### src/rhft_pkg.sv
// Constants for the reader host transfer controller
package rhft_pkg;
   // ==========================================================
   // Address/command word layout
   localparam int unsigned BIT_CMD = 7;
   localparam int unsigned BIT_READ = 6;
   localparam int unsigned BIT_CONT = 5;
   localparam logic [7:0] WORD_SOFT_INIT = 8'h83;
   localparam logic [7:0] WORD_IDLE = 8'h80;
   localparam logic [7:0] WORD_BUF_RESET = 8'h8f;
   localparam logic [7:0] WORD_TXLEN_WRITE = 8'h3d;
   localparam logic [7:0] WORD_CAUSE_READ = 8'h6c;
   // ==========================================================
   // Device register map
   localparam logic [4:0] DEV_CAUSE = 5'h0c;
   localparam logic [4:0] DEV_MASK = 5'h0d;
   localparam logic [4:0] DEV_LEVELS = 5'h14;
   localparam logic [4:0] DEV_FILL = 5'h1c;
   localparam logic [4:0] DEV_TXLEN_HI = 5'h1d;
   localparam logic [4:0] DEV_TXLEN_LO = 5'h1e;
   localparam logic [4:0] DEV_BUFFER = 5'h1f;
   localparam int unsigned DEV_BUF_BYTES = 127;
   // ==========================================================
   // Own APB registers
   localparam logic [7:0] REG_CTRL = 8'h00;
   localparam logic [7:0] REG_STATUS = 8'h04;
   localparam logic [7:0] REG_DATA = 8'h08;
   localparam int unsigned CTRL_WORD_LSB = 0;
   localparam int unsigned CTRL_CNT_LSB = 8;
   localparam int unsigned CTRL_CSTOP = 16;
   localparam int unsigned CTRL_PRERESET = 17;
   localparam int unsigned CTRL_GO = 18;
   localparam logic [31:0] CTRL_RESET = 32'h0000_0000;
   // ==========================================================
   // Link timing
   localparam int unsigned CLK_PERIOD_PS = 4000;
   localparam int unsigned LINK_HALF_NS = 32;
   localparam int unsigned LINK_HALF_CYC = (LINK_HALF_NS * 1000) / CLK_PERIOD_PS;
   localparam logic [7:0] DIV_RESET = 8'h00;
endpackage
### src/rhft_host.sv
// Host controller driving the reader front end parallel interface
// Summary of operation
// - Command 0x0F empties the device buffer and clears its count.
// - At most 127 bytes per access sequence; longer frames use refills.
// - Host never supplies more bytes than the programmed transmit length in a 0x3D write sequence.
// - Line seven rising while clock high is start; address word follows.
// - Line seven falling while clock high is the simple stop.
// - Line seven rising then falling while clock low is the continuous stop.
// - Host reads cause, then fill count, then drains that many bytes.
// - Host clears buffer with 0x0F before issuing a transmit command.
// - Transmit length written by continuous write 0x3D from 0x1D, then data.
// - Cause is cleared by reading 0x0C then 0x0D in one continuous read.
// - Host sends soft init 0x03 then idle 0x00 before other traffic.
// - Word bit 7 command, bit 6 read, bit 5 continuous addressing.
`timescale 1ns/100ps
module rhft_host import rhft_pkg::*; #(
   parameter int unsigned MAX_BYTES = DEV_BUF_BYTES
) (
   input wire logic clk_in,
   input wire logic resetn_in,
   input wire logic psel_in,
   input wire logic penable_in,
   input wire logic pwrite_in,
   input wire logic [31:0] paddr_in,
   input wire logic [31:0] pwdata_in,
   output logic [31:0] prdata_out,
   output logic pready_out,
   output logic pslverr_out,
   input wire logic [7:0] io_in,
   output logic [7:0] io_out,
   output logic io_oe_out,
   output logic dclk_out,
   input wire logic irq_in
);
   initial begin
      if (MAX_BYTES < 1 || MAX_BYTES > 127) begin
         $error("MAX_BYTES must lie in 1..127");
      end
   end

   typedef enum logic [3:0] {
      ST_IDLE, ST_S1, ST_S2, ST_S3, ST_WLO, ST_WHI, ST_P1, ST_P2, ST_P3
   } rhft_state_t;

   // ==========================================================
   // Pin synchronisers
   logic [7:0] io_m_q, io_s_q;
   logic irq_m_q, irq_s_q;
   always_ff @(posedge clk_in or negedge resetn_in) begin
      if (!resetn_in) begin
         io_m_q <= 8'h00;
         io_s_q <= 8'h00;
         irq_m_q <= 1'b0;
         irq_s_q <= 1'b0;
      end else begin
         io_m_q <= io_in;
         io_s_q <= io_m_q;
         irq_m_q <= irq_in;
         irq_s_q <= irq_m_q;
      end
   end

   // ==========================================================
   // Link clock divider
   logic [7:0] div_q;
   logic tick;
   assign tick = (div_q == 8'(LINK_HALF_CYC - 1));
   always_ff @(posedge clk_in or negedge resetn_in) begin
      if (!resetn_in) begin
         div_q <= DIV_RESET;
      end else if (tick) begin
         div_q <= DIV_RESET;
      end else begin
         div_q <= div_q + 8'h01;
      end
   end

   // ==========================================================
   // Shared signals
   rhft_state_t st_q;
   logic [31:0] ctrl_q;
   logic req_q, ack_q, pend;
   logic [7:0] cur_word_q, cur_n_q, wi_q, moved_q;
   logic cur_cstop_q, pre_done_q;
   logic [1:0] init_q;
   logic err_q;
   logic [6:0] sw_ptr_q;
   logic [7:0] buf_q [0:127];
   logic [7:0] go_word, go_cnt;
   logic [11:0] tx_len;
   logic go_ok, busy;
   assign pend = req_q ^ ack_q;
   assign busy = pend || (st_q != ST_IDLE) || (init_q != 2'b00);
   assign go_word = pwdata_in[CTRL_WORD_LSB +: 8];
   assign go_cnt = pwdata_in[CTRL_CNT_LSB +: 8];
   // Length bytes staged in the buffer ahead of the data
   assign tx_len = {buf_q[0], buf_q[1][7:4]};
   always_comb begin
      go_ok = !busy && (go_cnt <= 8'(MAX_BYTES));
      if (go_word == WORD_TXLEN_WRITE && go_cnt >= 8'h02) begin
         if (12'(go_cnt - 8'h02) > tx_len) begin
            go_ok = 1'b0;
         end
      end
   end

   // ==========================================================
   // APB slave
   logic apb_hit;
   assign apb_hit = psel_in && penable_in && !pready_out;
   // Effect lands when the access is taken, on the same edge that raises pready
   always_ff @(posedge clk_in or negedge resetn_in) begin
      if (!resetn_in) begin
         pready_out <= 1'b0;
         pslverr_out <= 1'b0;
         prdata_out <= 32'h0000_0000;
         ctrl_q <= CTRL_RESET;
         req_q <= 1'b0;
         err_q <= 1'b0;
         sw_ptr_q <= 7'h00;
      end else begin
         pready_out <= apb_hit;
         pslverr_out <= 1'b0;
         if (apb_hit) begin
            prdata_out <= 32'h0000_0000;
            case (paddr_in[7:0])
               REG_CTRL: begin
                  if (pwrite_in) begin
                     ctrl_q <= pwdata_in;
                     sw_ptr_q <= 7'h00;
                     if (pwdata_in[CTRL_GO]) begin
                        if (go_ok) begin
                           req_q <= ~req_q;
                           err_q <= 1'b0;
                        end else begin
                           err_q <= 1'b1;
                        end
                     end
                  end else begin
                     prdata_out <= ctrl_q;
                  end
               end
               REG_STATUS: begin
                  // Device interrupt shown live so software can start servicing
                  prdata_out <= {16'h0000, moved_q, 4'h0, err_q, (init_q == 2'b00),
                                 irq_s_q, busy};
               end
               REG_DATA: begin
                  if (!pwrite_in) begin
                     prdata_out <= {24'h000000, buf_q[sw_ptr_q]};
                  end
                  sw_ptr_q <= sw_ptr_q + 7'h01;
               end
               default: begin
                  pslverr_out <= 1'b1;
               end
            endcase
         end
      end
   end

   // ==========================================================
   // Staging buffer; no reset needed, contents are always written first
   logic [6:0] link_idx;
   assign link_idx = 7'(wi_q - 8'h01);
   always_ff @(posedge clk_in) begin
      if (apb_hit && pwrite_in && paddr_in[7:0] == REG_DATA) begin
         buf_q[sw_ptr_q] <= pwdata_in[7:0];
      end
      if (st_q == ST_WHI && tick && wi_q != 8'h00 && cur_word_q[BIT_READ]) begin
         buf_q[link_idx] <= io_s_q;
      end
   end

   // ==========================================================
   // Link sequencer
   always_ff @(posedge clk_in or negedge resetn_in) begin
      if (!resetn_in) begin
         st_q <= ST_IDLE;
         ack_q <= 1'b0;
         init_q <= 2'b11;
         pre_done_q <= 1'b0;
         cur_word_q <= 8'h00;
         cur_n_q <= 8'h00;
         cur_cstop_q <= 1'b0;
         wi_q <= 8'h00;
         moved_q <= 8'h00;
         io_out <= 8'h00;
         io_oe_out <= 1'b0;
         dclk_out <= 1'b0;
      end else if (tick) begin
         case (st_q)
            ST_IDLE: begin
               dclk_out <= 1'b0;
               io_oe_out <= 1'b0;
               cur_cstop_q <= 1'b0;
               cur_n_q <= 8'h00;
               wi_q <= 8'h00;
               if (init_q != 2'b00) begin
                  // Soft init, then idle, ahead of anything software asks
                  cur_word_q <= init_q[1] ? WORD_SOFT_INIT : WORD_IDLE;
                  init_q <= {1'b0, init_q[1]};
                  st_q <= ST_S1;
               end else if (pend) begin
                  st_q <= ST_S1;
                  if (ctrl_q[CTRL_PRERESET] && !pre_done_q) begin
                     cur_word_q <= WORD_BUF_RESET;
                     pre_done_q <= 1'b1;
                  end else begin
                     pre_done_q <= 1'b0;
                     ack_q <= ~ack_q;
                     cur_word_q <= ctrl_q[CTRL_WORD_LSB +: 8];
                     cur_cstop_q <= ctrl_q[CTRL_CSTOP];
                     if (ctrl_q[CTRL_WORD_LSB + BIT_CMD]) begin
                        cur_n_q <= 8'h00;
                     end else if (!ctrl_q[CTRL_WORD_LSB + BIT_CONT]) begin
                        cur_n_q <= (ctrl_q[CTRL_CNT_LSB +: 8] == 8'h00) ? 8'h00 : 8'h01;
                     end else begin
                        cur_n_q <= ctrl_q[CTRL_CNT_LSB +: 8];
                     end
                  end
               end
            end
            ST_S1: begin
               io_oe_out <= 1'b1;
               io_out <= 8'h00;
               dclk_out <= 1'b1;
               st_q <= ST_S2;
            end
            ST_S2: begin
               io_out[7] <= 1'b1;
               st_q <= ST_S3;
            end
            ST_S3: begin
               dclk_out <= 1'b0;
               io_out <= cur_word_q;
               st_q <= ST_WLO;
            end
            ST_WLO: begin
               dclk_out <= 1'b1;
               st_q <= ST_WHI;
            end
            ST_WHI: begin
               dclk_out <= 1'b0;
               if (wi_q == cur_n_q) begin
                  moved_q <= cur_n_q;
                  io_oe_out <= 1'b1;
                  io_out <= {~cur_cstop_q, 7'h00};
                  st_q <= ST_P1;
               end else begin
                  wi_q <= wi_q + 8'h01;
                  // Bus released while the device answers a read
                  io_oe_out <= !cur_word_q[BIT_READ];
                  io_out <= buf_q[wi_q[6:0]];
                  st_q <= ST_WLO;
               end
            end
            ST_P1: begin
               if (cur_cstop_q) begin
                  io_out[7] <= 1'b1;
               end else begin
                  dclk_out <= 1'b1;
               end
               st_q <= ST_P2;
            end
            ST_P2: begin
               io_out[7] <= 1'b0;
               st_q <= ST_P3;
            end
            ST_P3: begin
               dclk_out <= 1'b0;
               io_oe_out <= 1'b0;
               st_q <= ST_IDLE;
            end
            default: begin
               st_q <= ST_IDLE;
            end
         endcase
      end
   end

   // ==========================================================
   // Checks
   a_start_while_high: assert property (@(posedge clk_in) disable iff (!resetn_in)
      (st_q == ST_S3 && $rose(st_q == ST_S3)) |-> io_out[7] && dclk_out && $past(!io_out[7]))
      else $error("start edge not formed with clock high");
   a_simple_stop: assert property (@(posedge clk_in) disable iff (!resetn_in)
      ($rose(st_q == ST_P3) && !cur_cstop_q) |-> dclk_out && !io_out[7] && $past(io_out[7]))
      else $error("simple stop malformed");
   a_cont_stop: assert property (@(posedge clk_in) disable iff (!resetn_in)
      ($rose(st_q == ST_P3) && cur_cstop_q) |-> !dclk_out && !io_out[7]
         && $past(io_out[7]) && $past(!dclk_out))
      else $error("continuous stop malformed");
   a_reset_word: assert property (@(posedge clk_in) disable iff (!resetn_in)
      ($rose(st_q == ST_S1) && pre_done_q && pend) |-> cur_word_q == WORD_BUF_RESET)
      else $error("buffer reset word wrong");
   a_init_first: assert property (@(posedge clk_in) disable iff (!resetn_in)
      ($rose(st_q == ST_S1) && init_q == 2'b01) |-> cur_word_q == WORD_SOFT_INIT)
      else $error("soft init not sent first");
   a_count_limit: assert property (@(posedge clk_in) disable iff (!resetn_in)
      (st_q != ST_IDLE) |-> cur_n_q <= 8'(MAX_BYTES))
      else $error("sequence longer than buffer");
   a_len_guard: assert property (@(posedge clk_in) disable iff (!resetn_in)
      (st_q == ST_WLO && cur_word_q == WORD_TXLEN_WRITE && cur_n_q >= 8'h02)
         |-> 12'(cur_n_q - 8'h02) <= tx_len)
      else $error("data exceeds transmit length");
   a_read_release: assert property (@(posedge clk_in) disable iff (!resetn_in)
      (st_q == ST_WHI && wi_q != 8'h00 && cur_word_q[BIT_READ]) |-> !io_oe_out)
      else $error("bus driven during read data");
   a_single_word: assert property (@(posedge clk_in) disable iff (!resetn_in)
      (st_q == ST_WLO && !cur_word_q[BIT_CONT] && !cur_word_q[BIT_CMD]) |-> wi_q <= 8'h01)
      else $error("extra word in single address mode");
   a_apb_answer: assert property (@(posedge clk_in) disable iff (!resetn_in)
      (psel_in && penable_in && !pready_out) |=> pready_out)
      else $error("apb answer late");
   a_cmd_no_data: assert property (@(posedge clk_in) disable iff (!resetn_in)
      (st_q == ST_WLO && cur_word_q[BIT_CMD]) |-> cur_n_q == 8'h00)
      else $error("data sent after a command word");
   a_stop_release: assert property (@(posedge clk_in) disable iff (!resetn_in)
      $rose(st_q == ST_IDLE) |-> !io_oe_out && !dclk_out)
      else $error("bus or clock left driven after stop");
   c_tx_len_write: cover property (@(posedge clk_in) disable iff (!resetn_in)
      st_q == ST_WLO && cur_word_q == WORD_TXLEN_WRITE && wi_q == 8'h03);
   c_cause_read: cover property (@(posedge clk_in) disable iff (!resetn_in)
      st_q == ST_P1 && cur_word_q == WORD_CAUSE_READ && cur_n_q == 8'h02);
   c_cont_stop: cover property (@(posedge clk_in) disable iff (!resetn_in)
      st_q == ST_P3 && cur_cstop_q);
   c_pre_reset: cover property (@(posedge clk_in) disable iff (!resetn_in)
      st_q == ST_S3 && cur_word_q == WORD_BUF_RESET);
endmodule

### config.mk
export PLATFORM = sky130hd
export DESIGN_NAME = rhft_host
export DESIGN_NICKNAME = d
export VERILOG_FILES = /design/src/rhft_pkg.sv /design/src/rhft_host.sv
export SDC_FILE = /design/constraint.sdc
export NUM_CORES = 2
export LEC_CHECK = 0
export ABC_AREA = 0
export BUFFER_PORTS_ARGS = -buffer_cell sky130_fd_sc_hd__buf_2
export CAP_MARGIN = 40
export CORE_MARGIN = 2
export CORE_UTILIZATION = 45
export CTS_CLUSTER_SIZE = 40
export DETAILED_ROUTE_END_ITERATION = 6
export GPL_ROUTABILITY_DRIVEN = 1
export PLACE_DENSITY = 0.6
export SKIP_LAST_GASP = 1
export SLEW_MARGIN = 20
export SYNTH_ARGS = -nofsm -noshare
export SYNTH_HDL_FRONTEND = slang
export SYNTH_SLANG_ARGS = --single-unit
export TNS_END_PERCENT = 10
### constraint.sdc
create_clock -name clk_in -period 7 [get_ports clk_in]
set_input_delay 1.05 -clock clk_in [delete_from_list [all_inputs] [get_ports clk_in]]
set_output_delay 1.05 -clock clk_in [all_outputs]
set_load 0.05 [all_outputs]
== Word level (Yosys, flattened, before mapping) ==
Memory sizes are Yosys's and may differ from the RTL's.
Cells that the tools add are included.
Widths: inputs -> output; s select.
Word-level totals
  register bits: 152
  bits in writable memories: 1024
  output and inout bits: 44
  word-level logic and storage cells: 152
  memories: 1
Memories
  buf_q: depth 128, bits a word 8, rd ports 4, clocked after memory_dff 0, write ports 2, line rhft_host.sv:88  | logic [7:0] buf_q [0:127];
Cells by class
  add/subtract/negate cells: 5
  order comparisons: 3
  equal/unequal tests: 18
  multiplexer cells: 43
  bitwise operators: 6
  reduce and logical (&&, ||, !) cells: 51
Operators by type and width (count)
  $mux 8: 12
  $pmux 32 s3: 1
  $mux 32: 1
  $pmux 4 s8: 1
  $reduce_and 3->1: 8
  $pmux 7 s3: 1
  $mux 1: 17
  $add 8x1->8 const B: 2
  $eq 4x3->1 const B: 4
  $eq 8x3->1 const B: 2
  $logic_not 8->1: 2
  $pmux 8 s2: 1
  $pmux 7 s2: 1
  $gt 12x12->1: 1
  $logic_and 1x1->1: 10
  $reduce_and 5->1: 2
  $reduce_bool 3->1: 3
  $sub 8x2->9 const B: 1
  $eq 4x2->1 const B: 2
  $eq 8x4->1 const B: 1
  $eq 8x6->1 const B: 1
  $eq 8x8->1: 1
  $ge 8x2->1 const B: 1
  $le 8x7->1 const B: 1
  other kinds (26): 49

== Depth between registers and ports, before layout ==
  depth in word-level cells: 8
  mapped depth: 14
  depth with buffers taken out: 13

== Worst setup path after synthesis ==
No wires, ideal clock.
  kind: input port to flip-flop
  start point: input port paddr_in[7]
  end point: memory buf_q[16][0], enable pin
  library setup time: 0.398 ns
  data arrival time: 3.589 ns
  data required time: 6.602 ns
  path slack: 3.014 ns
  cell stages on the path: 6
  path through: or4_1 -> nor3_1 -> nand2_1 -> nor2_2 -> nand3_1 -> o41ai_1
RTL lines
  start: declaration: line rhft_host.sv:24  | input wire logic [31:0] paddr_in,
  end: declaration: line rhft_host.sv:88

==> run_results.csv <==
group,metric,value,unit
timing,final.setup.tns,0,ps
global_route,groute.usage.overall,37.66,%
detailed_routing,count_of_nets_left_with_antenna_violations_after_detail_routing,0,
critical_path,critical_path_arrival,5380,ps
placed_design,gp_congestion,1.061,
detailed_routing,length_of_the_first_detailed_routing_pass_in_iterations,7,
synthesis,syn_area_per_cell,13.65,um^2
synthesis,synth_top_cells_by_area,"sky130_fd_sc_hd__edfxtp_1, sky130_fd_sc_hd__mux2_2, sky130_fd_sc_hd__mux4_2",
synthesis,synth_net_count,5190,
placed_design,port_buffers,97,
critical_path,crit_slowest_cell,"sky130_fd_sc_hd__dfrtp_4",
timing,setup_viol_count_final,0,
critical_path,timing.critical_path.required,7560,ps
critical_path,timing.rr.end,"buf_q[2][6]",
clock_network,clkSlewWorstSetupHoldPaths,60,ps
detailed_routing,number_of_drc_violations_after_detailed_routing,30,
power_and_ir_drop,power-per-cell-area,211.2,mW/mm^2
timing,rsz0062_at_grt,"false",
critical_path,cell_by_cell_trace_of_the_critical_path,"inv_2, ha_1, xnor2_1, nand2b_1, or3_2, buf_4, nor2_2, mux2_2",
detailed_routing,avgViaCountPerCell,7.357,
timing,finalClockSkew,32.63,ps
global_route,via_count_of_the_first_global_routing_pass,50190,
synthesis,ys_flop_type,"sky130_fd_sc_hd__edfxtp_1",
placed_design,dp_slack,2030,ps
cells_and_area,postLayoutCoreUtil,50.54,%
cells_and_area,areaGrowthSynthToFinish,11.72,%
die,die_height,397.3,um
die,fp.dieArea,0.1578,mm^2
timing,finalWorstPathRequiredPeriod,4822,ps
timing,max_slew.worst_pin.slew,1344,ps
synthesis,postSynthCellCount,5098,
clock_network,clock_path_buffers,3,
detailed_routing,number_of_vias_in_the_routed_layout,53560,
detailed_routing,avgRoutedWirePerCell,41.65,um
clock_network,clock-root-buffer,"sky130_fd_sc_hd__clkbuf_16",
synthesis,area_fraction_of_the_dominant_cell_type_after_synthesis,44.18,%
die,floorplan.initialDensity,45.23,%
die,core,0.1539,mm^2
synthesis,yosys_warnings,0,
clock_network,cts_bufs_inserted,139,
synthesis,synthDistinctLibCells,100,
cells_and_area,nets_final,5205,
timing,period_share,68.88,%
synthesis,ys_ff_latch,1176,
synthesis,ys_seq_area_share,49.65,%
status,failed_checks,"design-rule violations",
status,run_status,"complete, but fails checks",
clock_network,post_cts_hold_buffer_count,0,
power_and_ir_drop,power.leakage,26.73,nW
timing,max-slew-margin-rel,10.38,%
timing,finalMaxSlewViolations,0,
worst_hold_path,hold_path.class,"in -> async",
synthesis,synth_largest_area_cell,"sky130_fd_sc_hd__edfxtp_1",
power_and_ir_drop,peakVddDrop,0.0001898,V
synthesis,combined_area_of_all_synthesized_cells,0.06960,mm^2
critical_path,worstReg2RegStart,"wi_q[0]",
timing,timing.final.ws_setup,2178,ps
critical_path,worstPathMaxFanout,25,
die,boundaryPins,122,
clock_network,cts_tree,"yes",
detailed_routing,drtIter0Drc,9735,
synthesis,async_flop_share,12.93,%
critical_path,critPathKind,"reg -> reg",
timing,final_hold_viol_count,0,
global_route,grt_max_degree,105,
detailed_routing,detail_route.wirelength,303100,um
clock_network,clk_sink_count,1176,
critical_path,element_type_at_the_critical_path_end,"flip-flop",
synthesis,synth-edff-count,1024,
global_route,grt_overflow_total,0,
global_route,initial_antenna_violation_count,21,
clock_network,post_cts_resized,0,
critical_path,worst-r2r-cell-count,8,
critical_path,setup.worst_path.start_class,"flip-flop",
clock_network,cts-htree-levels,4,
placed_design,place.detailed.hpwl,202100,um
die,fp-row-count,144,
cells_and_area,drive_gt1_share,40.35,%
critical_path,critical-path-max-stage-delay,770,ps
flow_run,drv_cap,0,
global_route,grt_pass1_wl,414500,um
timing,max_clock_freq,207.4,MHz
die,dieWidth,397.3,um
critical_path,flop_to_flop_setup_slack,2180,ps
clock_network,post-cts-setup-buffer-count,0,
clock_network,insertion_delay,820,ps
[worst max-delay path by stage]
stage	start	endpoint	slack, ps	depth (start not counted)
3_3_place_gp	paddr_in[7]	buf_q[52][1]	2010	9
5_1_grt	wi_q[0]	buf_q[2][0]	2130	8
4_1_cts	wi_q[0]	io_out[1]	2230	8
2_1_floorplan	paddr_in[7]	buf_q[16][0]	3010	6
6_report	wi_q[0]	buf_q[2][6]	2180	8
3_5_place_dp	paddr_in[7]	buf_q[73][2]	2030	9
[where the power goes]
part / total (mW) / leakage [nW] / internal [mW] / switching [mW]
logic: 1.48 / 13.4 / 0.506 / 0.972
clock network: 7.18 / 2.13 / 4.06 / 3.12
registers: 7.76 / 11.2 / 7.66 / 0.109
[area by class of cell]
cell class                      count  area [um^2]
Inverter                           27        101.3
Tap cell                         2044         2557
Clock buffer                      189         3852
Sequential cell                  1176        34610
Fill cell                       13230        76110
Antenna cell                       20        50.05
Clock inverter                     54        505.5
Multi-Input combinational cell   3342        32620
Timing Repair Buffer              427         3458
[Yosys cell counts, types with 112 or more instances]
library cell	instances
sky130_fd_sc_hd__edfxtp_1	1024
sky130_fd_sc_hd__mux2_2	1007
sky130_fd_sc_hd__clkbuf_1	366
sky130_fd_sc_hd__a22oi_1	244
sky130_fd_sc_hd__mux4_2	240
sky130_fd_sc_hd__nand2_1	236
sky130_fd_sc_hd__dfrtp_1	150
sky130_fd_sc_hd__mux2i_1	146
sky130_fd_sc_hd__nor2_1	131
sky130_fd_sc_hd__mux2_1	114
sky130_fd_sc_hd__o21ai_0	112
sky130_fd_sc_hd__o22ai_1	112
[cells in the final DEF (no fill, tap or decap), types with 114 or more instances in the layout]
cell type and count:
sky130_fd_sc_hd__mux4_2 240, sky130_fd_sc_hd__nand2_1 233, sky130_fd_sc_hd__nor2_1 125, sky130_fd_sc_hd__clkbuf_16 144, sky130_fd_sc_hd__mux2i_1 145, sky130_fd_sc_hd__buf_4 257
sky130_fd_sc_hd__a22oi_1 244, sky130_fd_sc_hd__dfrtp_1 133, sky130_fd_sc_hd__mux2_1 114, sky130_fd_sc_hd__mux2_2 1007, sky130_fd_sc_hd__edfxtp_1 1024
[routing by layer]
| layer | track usage [%] | routed length [um] | vias up |
|---|---|---|---|
| met2 | 53.68 | 127700 | 4674 |
| met1 | 47.52 | 107000 | 27260 |
| met3 | 14.51 | 44220 | 1120 |
| li1 | - | - | 20490 |
| met5 | 0 | 143 | - |
| met4 | 24.76 | 24030 | 14 |
[worst max-delay path: cells and delay by family (launching register included)]
family        cells  cell delay [ps]
simple gates      3             1580
buf+inv           2              830
flops             1              770
fa+ha+maj         1              520
xor+xnor          1              450
mux               1              400
[logic make-up after synthesis]
group / synth area share (%)
AND/OR/NAND/NOR: 7.308
XOR/XNOR: 0.5447
multiplexers: 28.18
buffers and inverters: 3.703
adder cells (fa/ha/maj): 0.2517
AO/OA/AOI/OAI: 10.37
flip-flops: 49.65
[flip-flops by register name, indices dropped and copies added, names as in the netlist, 7 cells and up]
| signal | flops |
|---|---|
| buf_q | 1024 |
| ctrl_q | 32 |
| cur_n_q | 8 |
| cur_word_q | 8 |
| div_q | 8 |
| io_m_q | 8 |
| io_out | 8 |
| io_s_q | 8 |
| moved_q | 8 |
| prdata_out | 32 |
| sw_ptr_q | 7 |
| wi_q | 8 |
[stage by stage]
step                      hold slack [ps]  total power, mW  instances  area, um^2
after floorplan                     331.2            8.681       5098       69600
after global placement              337.3            9.245       6907       72120
after detailed placement            335.8            9.288       6970       72880
after CTS                           113.4            16.34       7213       77240
after global routing                151.1            16.70       7259       77710
final                               137.5            16.42       7279       77760
Power figures use the tool's default switching activity.
